$ cat config.mk
export PLATFORM = sky130hd
export DESIGN_NAME = csf_status_reg
export DESIGN_NICKNAME = d
export VERILOG_FILES = /design/src/csf_pkg.sv /design/src/csf_flag_alu.sv /design/src/csf_bank_addr.sv /design/src/csf_status_reg.sv
export SDC_FILE = /design/constraint.sdc
export NUM_CORES = 1
export LEC_CHECK = 0
export BUFFER_PORTS_ARGS = -buffer_cell sky130_fd_sc_hd__buf_4
export CORE_MARGIN = 5
export CORE_UTILIZATION = 46
export DETAILED_ROUTE_END_ITERATION = 10
export PLACE_DENSITY_LB_ADDON = 0.12
export SKIP_LAST_GASP = 1
export SYNTH_ARGS = -nofsm -noshare
export SYNTH_HDL_FRONTEND = slang
export SYNTH_HIERARCHICAL = 1
export SYNTH_SLANG_ARGS = --single-unit
$ cat constraint.sdc
create_clock -name clk_sys_i -period 5.1 [get_ports clk_sys_i]
set_input_delay 0.255 -clock clk_sys_i [delete_from_list [all_inputs] [get_ports clk_sys_i]]
set_output_delay 0.255 -clock clk_sys_i [all_outputs]
set_load 0.005 [all_outputs]
$ cat src/csf_pkg.sv
/*
 * Shared constants and types for the processor status flags register.
 * Assumes a single instruction clock and a core that presents one
 * instruction's effects per clock cycle.
 */
package csf_pkg;

   localparam int DATA_W = 8;
   localparam int FILE_ADDR_W = 9;
   localparam int BANK_OFS_W = 7;

   // Offset of the register inside every bank.
   localparam logic [BANK_OFS_W-1:0] STATUS_OFS = 7'h03;

   // Field positions.
   localparam int BIT_IND_BANK = 7;
   localparam int BIT_DIR_BANK_HI = 6;
   localparam int BIT_DIR_BANK_LO = 5;
   localparam int BIT_WDT_EXP = 4;
   localparam int BIT_SLEEP_ENT = 3;
   localparam int BIT_Z = 2;
   localparam int BIT_NIB_C = 1;
   localparam int BIT_C = 0;
   localparam int NIB_W = 4;

   // Write masks and the value after power-on reset.
   localparam logic [DATA_W-1:0] BANK_MASK = 8'he0;
   localparam logic [DATA_W-1:0] ARITH_MASK = 8'h07;
   localparam logic [DATA_W-1:0] STATUS_RST = 8'h18;
   localparam logic [DATA_W-1:0] ZERO_BYTE = 8'h00;

   // Flag effect requested by the executing instruction.
   typedef enum logic [2:0] {
      ALU_NONE,
      ALU_ADD,
      ALU_SUB,
      ALU_LOGIC,
      ALU_RLF,
      ALU_RRF
   } csf_alu_op_t;

   // True for any of the four aliases of the register.
   function automatic logic is_status_addr(input logic [FILE_ADDR_W-1:0] addr);
      is_status_addr = (addr[BANK_OFS_W-1:0] == STATUS_OFS);
   endfunction

endpackage

$ cat src/csf_flag_alu.sv
/*
 * Flag generator: derives zero, nibble carry and carry from the operands.
 * Assumes operands are stable for the cycle in which the op is presented.
 */
`timescale 1ns/1ns
module csf_flag_alu (
   input wire csf_pkg::csf_alu_op_t op_i,
   input wire logic [7:0] a_i,
   input wire logic [7:0] b_i,
   input wire logic carry_in_i,
   output logic z_o,
   output logic nc_o,
   output logic c_o,
   output logic aff_z_o,
   output logic aff_nc_o,
   output logic aff_c_o
);

   logic [8:0] sum;
   logic [4:0] nib;
   logic [7:0] res;

   // Subtraction adds the two's complement, so carries come out as inverted borrows.
   always_comb begin
      sum = 9'h000;
      nib = 5'h00;
      res = a_i;
      c_o = 1'b0;
      aff_z_o = 1'b0;
      aff_nc_o = 1'b0;
      aff_c_o = 1'b0;
      case (op_i)
         csf_pkg::ALU_ADD: begin
            sum = {1'b0, a_i} + {1'b0, b_i};
            nib = {1'b0, a_i[3:0]} + {1'b0, b_i[3:0]};
            res = sum[7:0];
            c_o = sum[8];
            aff_z_o = 1'b1;
            aff_nc_o = 1'b1;
            aff_c_o = 1'b1;
         end
         csf_pkg::ALU_SUB: begin
            sum = {1'b0, a_i} + {1'b0, ~b_i} + 9'h001;
            nib = {1'b0, a_i[3:0]} + {1'b0, ~b_i[3:0]} + 5'h01;
            res = sum[7:0];
            c_o = sum[8];
            aff_z_o = 1'b1;
            aff_nc_o = 1'b1;
            aff_c_o = 1'b1;
         end
         csf_pkg::ALU_LOGIC: begin
            aff_z_o = 1'b1;
         end
         csf_pkg::ALU_RLF: begin
            c_o = a_i[7];
            aff_c_o = 1'b1;
         end
         csf_pkg::ALU_RRF: begin
            c_o = a_i[0];
            aff_c_o = 1'b1;
         end
         default: begin
            res = a_i;
         end
      endcase
      // Only rotate left uses the carry-in path; it only feeds the result.
      if (op_i == csf_pkg::ALU_RLF) begin
         res = {a_i[6:0], carry_in_i};
      end
      z_o = (res == csf_pkg::ZERO_BYTE);
      nc_o = nib[csf_pkg::NIB_W];
   end

endmodule

$ cat src/csf_bank_addr.sv
/*
 * Bank address composer for direct and indirect data-memory accesses.
 * Assumes the bank select bits come from the status register itself.
 */
`timescale 1ns/1ns
module csf_bank_addr (
   input wire logic indirect_bank_select_i,
   input wire logic [1:0] direct_bank_select_i,
   input wire logic [6:0] dir_offset_i,
   input wire logic [7:0] ind_pointer_i,
   output logic [8:0] dir_file_addr_o,
   output logic [8:0] ind_file_addr_o
);

   // Direct: bank bits above a 7-bit offset; indirect: one bit above the 8-bit pointer.
   always_comb begin
      dir_file_addr_o = {direct_bank_select_i, dir_offset_i};
      ind_file_addr_o = {indirect_bank_select_i, ind_pointer_i};
   end

endmodule

$ cat src/csf_status_reg.sv
/*
 * Processor status flags register with its bank address outputs.
 * Assumes the core presents at most one instruction per clock, with the
 * file write, the flag effect and the reset-cause events of that
 * instruction all in the same cycle, and that power-on drives rst_n_i.
 */
`timescale 1ns/1ns
module csf_status_reg (
   input wire logic clk_sys_i,
   input wire logic rst_n_i,
   input wire logic wr_en_i,
   input wire logic [8:0] wr_addr_i,
   input wire logic [7:0] wr_data_i,
   input wire logic clear_file_op_i,
   input wire logic [8:0] rd_addr_i,
   input wire csf_pkg::csf_alu_op_t alu_op_i,
   input wire logic [7:0] alu_a_i,
   input wire logic [7:0] alu_b_i,
   input wire logic watchdog_clear_op_i,
   input wire logic sleep_op_i,
   input wire logic wdt_timeout_i,
   input wire logic [6:0] dir_offset_i,
   input wire logic [7:0] ind_pointer_i,
   output logic [7:0] status_o,
   output logic [7:0] rd_data_o,
   output logic rd_hit_o,
   output logic [8:0] dir_file_addr_o,
   output logic [8:0] ind_file_addr_o
);

   typedef struct packed {
      logic [7:0] status;
      logic [7:0] rd_data;
      logic rd_hit;
      logic [8:0] dir_addr;
      logic [8:0] ind_addr;
   } csf_state_t;

   csf_state_t s_q;
   csf_state_t s_d;

   logic alu_z;
   logic alu_nc;
   logic alu_c;
   logic aff_z;
   logic aff_nc;
   logic aff_c;
   logic [8:0] dir_addr_c;
   logic [8:0] ind_addr_c;
   logic wr_hit;
   logic flags_busy;
   logic eff_z;
   logic [7:0] wr_val;
   logic [7:0] wr_mask;
   logic [7:0] nxt;

   csf_pkg::csf_alu_op_t eff_op;

   // A clear-file instruction writes zero and reports a zero result.
   always_comb begin
      eff_op = alu_op_i;
      if (clear_file_op_i) begin
         eff_op = csf_pkg::ALU_LOGIC;
      end
   end

   csf_flag_alu u_flag_alu (
      .op_i(eff_op),
      .a_i(clear_file_op_i ? csf_pkg::ZERO_BYTE : alu_a_i),
      .b_i(alu_b_i),
      .carry_in_i(s_q.status[csf_pkg::BIT_C]),
      .z_o(alu_z),
      .nc_o(alu_nc),
      .c_o(alu_c),
      .aff_z_o(aff_z),
      .aff_nc_o(aff_nc),
      .aff_c_o(aff_c)
   );

   csf_bank_addr u_bank_addr (
      .indirect_bank_select_i(s_q.status[csf_pkg::BIT_IND_BANK]),
      .direct_bank_select_i(s_q.status[csf_pkg::BIT_DIR_BANK_HI:csf_pkg::BIT_DIR_BANK_LO]),
      .dir_offset_i(dir_offset_i),
      .ind_pointer_i(ind_pointer_i),
      .dir_file_addr_o(dir_addr_c),
      .ind_file_addr_o(ind_addr_c)
   );

   // Every bank alias reaches the one register; upper address bits are ignored.
   always_comb begin
      wr_hit = wr_en_i && csf_pkg::is_status_addr(wr_addr_i);
      flags_busy = aff_z || aff_nc || aff_c;
      eff_z = alu_z;
      wr_val = clear_file_op_i ? csf_pkg::ZERO_BYTE : wr_data_i;
   end

   // Write mask: the reset-cause flags are never writable, and the arithmetic
   // flags drop out whenever the same instruction produces any of them.
   always_comb begin
      wr_mask = csf_pkg::BANK_MASK;
      if (!flags_busy) begin
         wr_mask = csf_pkg::BANK_MASK | csf_pkg::ARITH_MASK;
      end
   end

   // Next state. Order matters: write first, then flag results override the
   // masked bits, then hardware events decide the reset-cause flags.
   always_comb begin
      s_d = s_q;
      nxt = s_q.status;
      if (wr_hit) begin
         nxt = (nxt & ~wr_mask) | (wr_val & wr_mask);
      end
      if (aff_z) begin
         nxt[csf_pkg::BIT_Z] = eff_z;
      end
      if (aff_nc) begin
         nxt[csf_pkg::BIT_NIB_C] = alu_nc;
      end
      if (aff_c) begin
         nxt[csf_pkg::BIT_C] = alu_c;
      end
      // Watchdog clear restores both flags to their power-up value.
      if (watchdog_clear_op_i) begin
         nxt[csf_pkg::BIT_WDT_EXP] = 1'b1;
         nxt[csf_pkg::BIT_SLEEP_ENT] = 1'b1;
      end
      // Sleep marks power-down and sets the time-out flag.
      if (sleep_op_i) begin
         nxt[csf_pkg::BIT_WDT_EXP] = 1'b1;
         nxt[csf_pkg::BIT_SLEEP_ENT] = 1'b0;
      end
      // A timeout is the event software must never miss, so it wins last.
      if (wdt_timeout_i) begin
         nxt[csf_pkg::BIT_WDT_EXP] = 1'b0;
      end
      s_d.status = nxt;
      // Reads return the value held before this cycle's update.
      s_d.rd_hit = csf_pkg::is_status_addr(rd_addr_i);
      s_d.rd_data = csf_pkg::is_status_addr(rd_addr_i) ? s_q.status : csf_pkg::ZERO_BYTE;
      s_d.dir_addr = dir_addr_c;
      s_d.ind_addr = ind_addr_c;
   end

   // State register. Power-on leaves both reset-cause flags set and banks at zero.
   always_ff @(posedge clk_sys_i) begin
      if (!rst_n_i) begin
         s_q.status <= csf_pkg::STATUS_RST;
         s_q.rd_data <= csf_pkg::ZERO_BYTE;
         s_q.rd_hit <= 1'b0;
         s_q.dir_addr <= 9'h000;
         s_q.ind_addr <= 9'h000;
      end else begin
         s_q <= s_d;
      end
   end

   // Outputs straight from the state register.
   assign status_o = s_q.status;
   assign rd_data_o = s_q.rd_data;
   assign rd_hit_o = s_q.rd_hit;
   assign dir_file_addr_o = s_q.dir_addr;
   assign ind_file_addr_o = s_q.ind_addr;

   // Helper sums that let the checks below recompute carries independently.
   logic [8:0] chk_add_sum;
   logic [4:0] chk_add_nib;
   logic chk_no_event;

   always_comb begin
      chk_add_sum = {1'b0, alu_a_i} + {1'b0, alu_b_i};
      chk_add_nib = {1'b0, alu_a_i[3:0]} + {1'b0, alu_b_i[3:0]};
      chk_no_event = !watchdog_clear_op_i && !sleep_op_i && !wdt_timeout_i;
   end
endmodule

==> flow_summary.toml, run 1 <==
[run_status]
outcome = "complete, no violations"

[min_path]
min_path_type = "in -> reg"

[sta]
relSlewSlack_pct = 56.93
rsz0062_at_grt = "false"
worst_pin_slew_ns = 0.6371
slew_viol_final = 0
tns_ns = 0
fmax_mhz = 324.0
fin_skew_ns = 0.006237
period_needed_ns = 3.086
finalCritPeriodShare_pct = 60.52
hold_viol = 0
setup_viol = 0

[placed_design]
io_buffers = 95
dpl_cell_area_sq_um = 3057
gp_congestion = 0.9311
dpl.hpwl_um = 4962

[cts]
cts_tree = "built"
clk_latency_ns = 0.27
cts_resized = 0
hold_buffers = 0
cts-htree-levels = 2
post_cts_buffers = 0
numCtsBuffers = 5
cts_sinks = 35
cts_buffer_depth = 2
root_buffer = "clkbuf_8"
clkSlewWorstSetupHoldPaths_ns = 0.06

[finish]
area_growth_pct = 28.68
nFillCells = 492
drive_above_1_share_pct = 30.77
regArea_sq_um = 700.7
final_cell_area_sq_um = 3138
fin_nets = 449
multi_input_area_sq_um = 1488
diodes = 0

[die]
initial_utilization_pct = 47.44
die_width_um = 82.81
ios = 102
die_h_um = 82.81
core_sq_um = 5140
num_rows = 26
die_area_sq_um = 6858

[global_route]
grt_first_pass_wirelength_um = 9998
grtUsageTotal_pct = 17.44
grt_max_degree = 28
antenna_found_initial = 0
grt-ovfl-total = 0
grt_pass1_vias = 2043

[drt]
wl_met2_um = 2939
wl_um = 6119
avgViaCountPerCell = 5.106
drc_errors = 0
drtIter0Drc = 104
vias = 2216
wl_met1_um = 2675
routedWlPerCell_um = 14.10
dr.max_layer_used = "met4"
dr_wl_met3_um = 457
drtAntennaViolNets = 0
firstDrtPassIters = 4

[logic_synthesis]
synth_edf_count = 0
ys_types = 58
synth_warnings = 6
yosysTopAreaCell = "dfxtp_1"
syn_inst = 289
ys_seq_area_share_pct = 28.73
ys_top_cells_by_area = "dfxtp_1, ha_1, and2_1"
syn_avg_cell_area_sq_um = 8.438
async_reset_ff_share_pct = 0
synth-seq-cells = 35
synth.top_cell.area_share_pct = 28.73
syn_nets = 375
ys.flop_type = "dfxtp_1"
syn_area_sq_um = 2439

[worst_setup_path]
worstPathCellList = "buf_4 > nor2b_1 > inv_1 > ha_1 > fa_1 > nand2b_1 > a21oi_1 > mux2i_1 > a2111oi_2 > a21oi_1 > o31ai_2 > nand2b_1 > o311ai_0 > a211oi_1"
critPathTopFamily = "compound AO/OA/AOI/OAI gates"
critical_path.max_fanout = 12
worstSetupStartpointType = "input pin"
cp_slowest_cell = "nor2b_1"
path_buf_inv = 2
critical_path_cell_count = 14
cpPeakStageDelay_ns = 0.42
reg2reg_depth = 5
cp.required_ns = 5.29
crit_start = "clear_file_op_i"
end_kind = "flop"
worstSetupPathType = "in -> reg"
r2r_setup_slack_ns = 3.95
cp.arrival_ns = 3.28

[power_and_ir_drop]
switchingPower_w = 0.0001812
p_clk_share_pct = 28.2
p_seq_share_pct = 44.0
irDropWorstVdd_v = 0.0001066
swShare_pct = 27.82
power-per-cell-area_nw_per_um2 = 207.6
pwr-share-comb_pct = 27.9
cellInternalPower_w = 0.0004703
leakage_nw = 1.404

[job]
max-cap-violations = 0
==> per-layer routing <==
layer / track usage (%) / vias to the layer above
met2: 29.30 / 85
li1: - / 1146
met3: 4.851 / 4
met1: 22.17 / 981
met4: 4.012 / 0
met5: 0 / -
==> stage by stage <==
step                      hold slack [ns]  std cells  power (W)  setup slack, ns  util (%)
final                              0.1729        434  0.0006516            2.014     61.05
after global routing               0.1679        434  0.0006914            1.776     61.05
after CTS                          0.1607        434  0.0006599            1.992     61.05
after detailed placement           0.4571        426  0.0004734            1.692     59.47
after global placement             0.4560        426  0.0004716            1.772     59.47
after floorplan                    0.3437        289  0.0004076            2.148         -
==> cell usage in the layout (no fill, tap or decap), types with 5 or more instances in the layout <==
master	instances
nand2_1	9
clkbuf_8	5
nand2b_1	15
nor2_1	16
o21ai_1	5
o21ai_0	10
nor2b_1	15
inv_1	17
and2_1	26
nand4_1	5
a21oi_1	17
dfxtp_1	35
a211oi_1	5
a31oi_1	5
buf_4	95
ha_1	17
==> worst reg2reg max path, stage by stage, from the launching register on <==
cell and delay (ns):
dfxtp_1 0.35, nand4b_1 0.20, o31ai_2 0.09, nand2b_1 0.12, o311ai_0 0.13, a211oi_1 0.18
==> cells in the mapped netlist (4+ instances only) <==
| cell type | number |
|---|---|
| dfxtp_1 | 35 |
| and2_1 | 26 |
| buf_2 | 5 |
| nor2_1 | 16 |
| a31oi_1 | 5 |
| nand2_1 | 9 |
| buf_4 | 19 |
| o21ai_1 | 5 |
| clkbuf_1 | 4 |
| inv_1 | 17 |
| nand2b_1 | 15 |
| nand4_1 | 5 |
| a21oi_1 | 17 |
| a211oi_1 | 5 |
| o21ai_0 | 10 |
| nor2b_1 | 15 |
| ha_1 | 17 |
==> area by class of cell <==
type	count	area share [%]
Inverter	18	2.153
Tap cell	70	2.791
Sequential cell	35	22.33
Timing Repair Buffer	95	22.73
Clock buffer	7	2.432
Multi-Input combinational cell	208	47.41
Clock inverter	1	0.1595
==> sequential cells by signal, summed over array words and instances (netlist names), named ones only <==
name,flops
rd_data_o,8
status_o,5
rd_hit_o,1
dir_file_addr_o,9
ind_file_addr_o,9
==> power groups by stage <==
stage	clock network, W	logic (W)	registers [W]
global route	0.000203	0.000202	0.000287
CTS	0.000192	0.000182	0.000286
detailed placement	0	0.000181	0.000293
finish	0.000183	0.000181	0.000287
floorplan	0	0.000114	0.000293
global placement	0	0.000179	0.000292
==> worst min-delay path by stage <==
stage	startpoint	endpoint	slack, ns	cells after the start
finish	wdt_timeout_i	status_o[4]$_SDFFE_PN1P_	0.17	2
global route	wdt_timeout_i	status_o[4]$_SDFFE_PN1P_	0.17	2
CTS	wdt_timeout_i	status_o[4]$_SDFFE_PN1P_	0.16	2
detailed placement	wdt_timeout_i	status_o[4]$_SDFFE_PN1P_	0.46	2
global placement	wdt_timeout_i	status_o[4]$_SDFFE_PN1P_	0.46	2
floorplan	rd_addr_i[3]	rd_hit_o$_SDFF_PN0_	0.34	1
==> cells by family (layout without fill, tap and decap cells) <==
family,after synthesis,count (layout),synth area share [%]
DFF,35,35,28.73
adders and majority gates,19,19,10.36
xor gates and xnor gates,1,1,0.3592
muxes,2,2,0.8210
and+or+nand+nor,117,117,30.37
buffers and inverters,46,121,10.26
AOI/OAI and AO/OA,69,69,19.09
No activity file was read; power rests on OpenSTA's default activity.
==> inputs of run 2 (changes only) <==
- clock period: 5.1 -> 3.2 ns (I/O delays scaled with it)
==> run 2 against run 1 <==
Net effect:
- core utilization rose by 0.71 points
- die area unchanged
- flip-flop and latch count stayed put
- critical path depth unchanged
- largest cell class unchanged
==> flow_summary.toml, run 2 (synthesis gave the netlist of run 1 again) <==
[placed_design]
gp_congestion = 0.9643
dpl.hpwl_um = 4820
io_buffers = 95
dpl_cell_area_sq_um = 3087

[power_and_ir_drop]
pwr-share-comb_pct = 27.7
swShare_pct = 27.29
switchingPower_w = 0.0002889
p_seq_share_pct = 43.1
leakage_nw = 1.429
irDropWorstVdd_v = 0.0001429
p_clk_share_pct = 29.2
power-per-cell-area_nw_per_um2 = 333.4
cellInternalPower_w = 0.0007695

[cts]
cts_tree = "built"
numCtsBuffers = 5
post_cts_buffers = 0
cts-htree-levels = 2
cts_buffer_depth = 2
hold_buffers = 0
cts_resized = 0
cts_sinks = 35
clkSlewWorstSetupHoldPaths_ns = 0.06
clk_latency_ns = 0.27
root_buffer = "clkbuf_8"

[worst_setup_path]
end_kind = "flop"
crit_top_cell = "nand2b_1"
worstSetupStartpointType = "input pin"
cp.required_ns = 3.39
critical_path.max_fanout = 12
reg2reg_depth = 5
cp.arrival_ns = 2.80
worstPathCellList = "buf_4 > nor2b_1 > inv_1 > ha_1 > fa_1 > nand2b_1 > o22ai_2 > o211ai_1 > a2111oi_2 > a21oi_1 > o31ai_2 > nand2b_1 > o311ai_0 > a211oi_1"
r2r_setup_slack_ns = 2.08
worstSetupPathType = "in -> reg"
cp_slowest_cell = "fa_1"
cpPeakStageDelay_ns = 0.37

[sta]
rsz0062_at_grt = "false"
slew_viol_final = 0
fin_skew_ns = 0.001555
worst_pin_slew_ns = 0.7091
tns_ns = 0
setup_viol = 0
fmax_mhz = 383.0
hold_viol = 0
period_needed_ns = 2.611
finalCritPeriodShare_pct = 81.59
fin_hold_ws_ns = 0.07791
relSlewSlack_pct = 52.06

[global_route]
grt_first_pass_wirelength_um = 9673
grtUsageTotal_pct = 16.81
grt_pass1_vias = 1983
antenna_found_initial = 0
grt-ovfl-total = 0
grt_max_degree = 28

[drt]
vias = 2239
routedWlPerCell_um = 13.69
drtAntennaViolNets = 0
firstDrtPassIters = 4
drc_errors = 0
avgViaCountPerCell = 5.124
wl_um = 5981
drtIter0Drc = 100

[finish]
final_cell_area_sq_um = 3174
drive_above_1_share_pct = 31.88
mostFrequentLayoutCells = "buf_4, dfxtp_1, and2_1"
diodes = 0
nFillCells = 483
regArea_sq_um = 700.7
multi_input_area_sq_um = 1488
final_common_cell = "buf_4"
area_growth_pct = 30.17
fin_nets = 453

[die]
die_area_sq_um = 6858
num_rows = 26
die_h_um = 82.81
ios = 102
die_width_um = 82.81
initial_utilization_pct = 47.44
core_sq_um = 5140

[min_path]
hp-start = "wdt_timeout_i"
whs_path_depth = 2
min_path_type = "in -> reg"
hold_end = "status_o[4]$_SDFFE_PN1P_"

[job]
max-cap-violations = 0

[run_status]
outcome = "complete, no violations"
## run 2: cell types whose count changed in the layout (fill, tap and decap cells not counted)
cell,before,now
clkbuf_8,5,6
clkbuf_1,2,0
buf_4,95,99
## run 2: how the worst max path moves through the flow
stage                end  slack [ns]  cells past startpoint             from
global placement    flop        0.31                     14  clear_file_op_i
global route        flop        0.18                     14  clear_file_op_i
detailed placement  flop        0.26                     14  clear_file_op_i
CTS                 flop        0.56                     14  clear_file_op_i
finish              flop        0.59                     14  clear_file_op_i
floorplan           flop        0.34                     14  clear_file_op_i
## run 2: area by class of cell
cell class / instances / share of cell area [%]
multi-input cells: 208 / 46.87
repair buffers: 99 / 23.41
flip-flops and latches: 35 / 22.07
well taps: 70 / 2.759
clock buffers: 6 / 2.602
inverters: 18 / 2.129
clock inverters: 1 / 0.1577
## run 2: power groups by stage
stage,clock network [W],logic (W),registers [W]
2_1_floorplan,0,0.000182,0.000467
3_3_place_gp,0,0.000289,0.000466
3_5_place_dp,0,0.000292,0.000466
4_1_cts,0.000316,0.000294,0.000456
5_1_grt,0.000335,0.000325,0.000458
6_report,0.000309,0.000293,0.000456
## run 2: through the flow
stage / total power, W / worst slack (ns) / std cells / util [%]
finish: 0.001058 / 0.5891 / 437 / 61.76
global route: 0.001117 / 0.1770 / 437 / 61.76
CTS: 0.001066 / 0.5571 / 437 / 61.76
detailed placement: 0.0007581 / 0.2642 / 430 / 60.05
global placement: 0.0007551 / 0.3051 / 430 / 60.05
floorplan: 0.0006496 / 0.3430 / 289 / -
## run 2: critical path: cells and delay by family
kind	cells	cell delay (ns)
AOI/OAI and AO/OA	7	1.30
adders and majority gates	2	0.58
and+or+nand+nor	3	0.52
buffers and inverters	2	0.25
## run 2: routing by layer
layer | wire length [um] | GRT usage [%] | vias up
met2 | 2838 | 27.92 | 79
met3 | 414 | 4.752 | 6
met5 | 0 | 0 | -
li1 | - | - | 1161
met1 | 2669 | 21.55 | 993
met4 | 59 | 4.012 | 0
==> inputs of run 3 (changes only) <==
- CORE_UTILIZATION: 46 -> 44
- clock period: 3.2 -> 2.2 ns (I/O delays scaled with it)
==> run 3 against run 2 <==
Net effect:
- the run now ends with setup timing left
- global-route usage up 1.2 points
- flip-flop and latch count stayed put
- clock power up 42%
- sequential power increased by 46%
- largest power group unchanged
==> flow_summary.toml, run 3 (synthesis gave the netlist of run 1 again) <==
[power_and_ir_drop]
p_clk_share_pct = 26.8
p_seq_share_pct = 40.5
swShare_pct = 28.30
leakage_nw = 1.681
pwr-share-comb_pct = 32.7
power-per-cell-area_nw_per_um2 = 451.1
cellInternalPower_w = 0.001176
irDropWorstVdd_v = 0.0003397
switchingPower_w = 0.0004642

[drt]
routedWlPerCell_um = 13.84
avgViaCountPerCell = 4.973
wl_um = 6700
drtIter0Drc = 123
drtAntennaViolNets = 0
vias = 2407
drc_errors = 0
firstDrtPassIters = 4

[finish]
area_growth_pct = 49.10
mostFrequentLayoutCells = "buf_4, dfxtp_1, and2_1"
utilization_pct = 66.85
final_cell_area_sq_um = 3636
diodes = 0
fin_cells = 484
drive_above_1_share_pct = 42.72
fin_nets = 497
final_common_cell = "buf_4"

[placed_design]
dpl.hpwl_um = 5513
dpl_cell_area_sq_um = 3471
io_buffers = 95
place_inst = 474
gp_congestion = 0.8709

[global_route]
antenna_found_initial = 0
grt_max_degree = 28
grt_first_pass_wirelength_um = 10610
grtUsageTotal_pct = 18.04
grt_pass1_vias = 2283
grt-ovfl-total = 0

[die]
die_width_um = 84.45
die_h_um = 84.45
num_rows = 27
initial_utilization_pct = 44.84
die_area_sq_um = 7131
ios = 102
core_sq_um = 5439

[sta]
fin_ws_ns = -0.03309
tns_ns = -0.03309
relSlewSlack_pct = 53.22
period_needed_ns = 2.233
rsz0062_at_grt = "true"
fin_skew_ns = 0.004342
setup_viol = 1
worst_pin_slew_ns = 0.6920
finalCritPeriodShare_pct = 101.5
hold_viol = 0
fin_hold_ws_ns = 0.02313
slew_viol_final = 0
fmax_mhz = 447.8

[cts]
cts_tree = "built"
numCtsBuffers = 5
root_buffer = "clkbuf_8"
hold_buffers = 0
cts_sinks = 35
clkSlewWorstSetupHoldPaths_ns = 0.07
cts_buffer_depth = 2
cts-htree-levels = 2
clk_latency_ns = 0.28

[worst_setup_path]
cp.arrival_ns = 2.43
cp.required_ns = 2.39
r2r_setup_slack_ns = 1.10
worstSetupPathType = "in -> reg"
end_kind = "flop"
worstSetupStartpointType = "input pin"
critical_path.max_fanout = 6

[run_status]
failed_checks = "setup timing"
outcome = "finished with violations"

[min_path]
min_path_type = "in -> reg"

[job]
max-cap-violations = 0
[run 3: cell count changes in the layout (fill, tap and decap cells not counted), moves of 2 or more]
cell	previous run	this run
a211oi_1	5	3
nor2b_4	0	2
buf_12	0	3
fa_1	2	0
buf_4	99	139
o311ai_0	3	1
nor2b_2	0	2
inv_1	17	15
ha_1	17	15
a211oi_2	0	2
fa_2	0	2
nor2b_1	15	11
inv_2	1	3
[run 3: area by class of cell]
type                       instances  area (sq um)
sequential                        35         700.7
clock inverter                     2         12.51
fill                             465          1803
clock buffer                       6         72.57
inverter                          18         67.56
multi-input combinational        208          1564
tap                               72         90.09
timing repair buffer             143          1129
[run 3: final timing paths]
kind                                               start                        to  cells after the start
worst max-delay path                     clear_file_op_i                      flop                     14
worst min-delay path                          sleep_op_i  status_o[3]$_SDFFE_PN1P_                      2
worst max register to register                      flop                      flop                      5
worst min register to register  status_o[4]$_SDFFE_PN1P_   rd_data_o[4]$_SDFF_PN0_                      1
[run 3: routing by layer]
metal | up-vias | global-route usage (%) | wire length, um
met2 | 81 | 30.99 | 3255
met3 | 4 | 4.711 | 517
li1 | 1246 | - | -
met5 | - | 0 | 0
met1 | 1076 | 23.15 | 2884
met4 | 0 | 3.022 | 42
[run 3: repair_timing]
item / in CTS / in global routing
setup endpoints to repair: 2 / 2
gates cloned: 0 / 1
pin swaps: 2 / 10
resized for setup: 2 / 7
setup buffers: 0 / 1
[run 3: stage by stage]
| step | total power [W] | setup WS, ns |
|---|---|---|
| after CTS | 0.001642 | -0.02567 |
| after global routing | 0.001742 | -0.1699 |
| final | 0.001640 | -0.03309 |
| after detailed placement | 0.001197 | -0.4223 |
| after global placement | 0.001193 | -0.3375 |
| after floorplan | 0.0009601 | -0.2345 |
[run 3: critical path: stages]
cell and delay [ns]:
buf_12 0.12, nor2b_4 0.16, inv_2 0.05, ha_2 0.18, fa_2 0.33, nand2b_4 0.17
a21oi_4 0.16, mux2i_1 0.10, a2111oi_2 0.28, a21oi_1 0.14, o31ai_2 0.21, nand2b_1 0.12
o311ai_1 0.10, a211oi_1 0.18
[run 3: power by group through the flow]
stage	combinational, W	clock, W	sequential (W)
after global placement	0.000515	0	0.000677
after detailed placement	0.000520	0	0.000678
final	0.000537	0.000440	0.000664
after CTS	0.000526	0.000452	0.000663
after global routing	0.000590	0.000486	0.000666
after floorplan	0.000280	0	0.000680
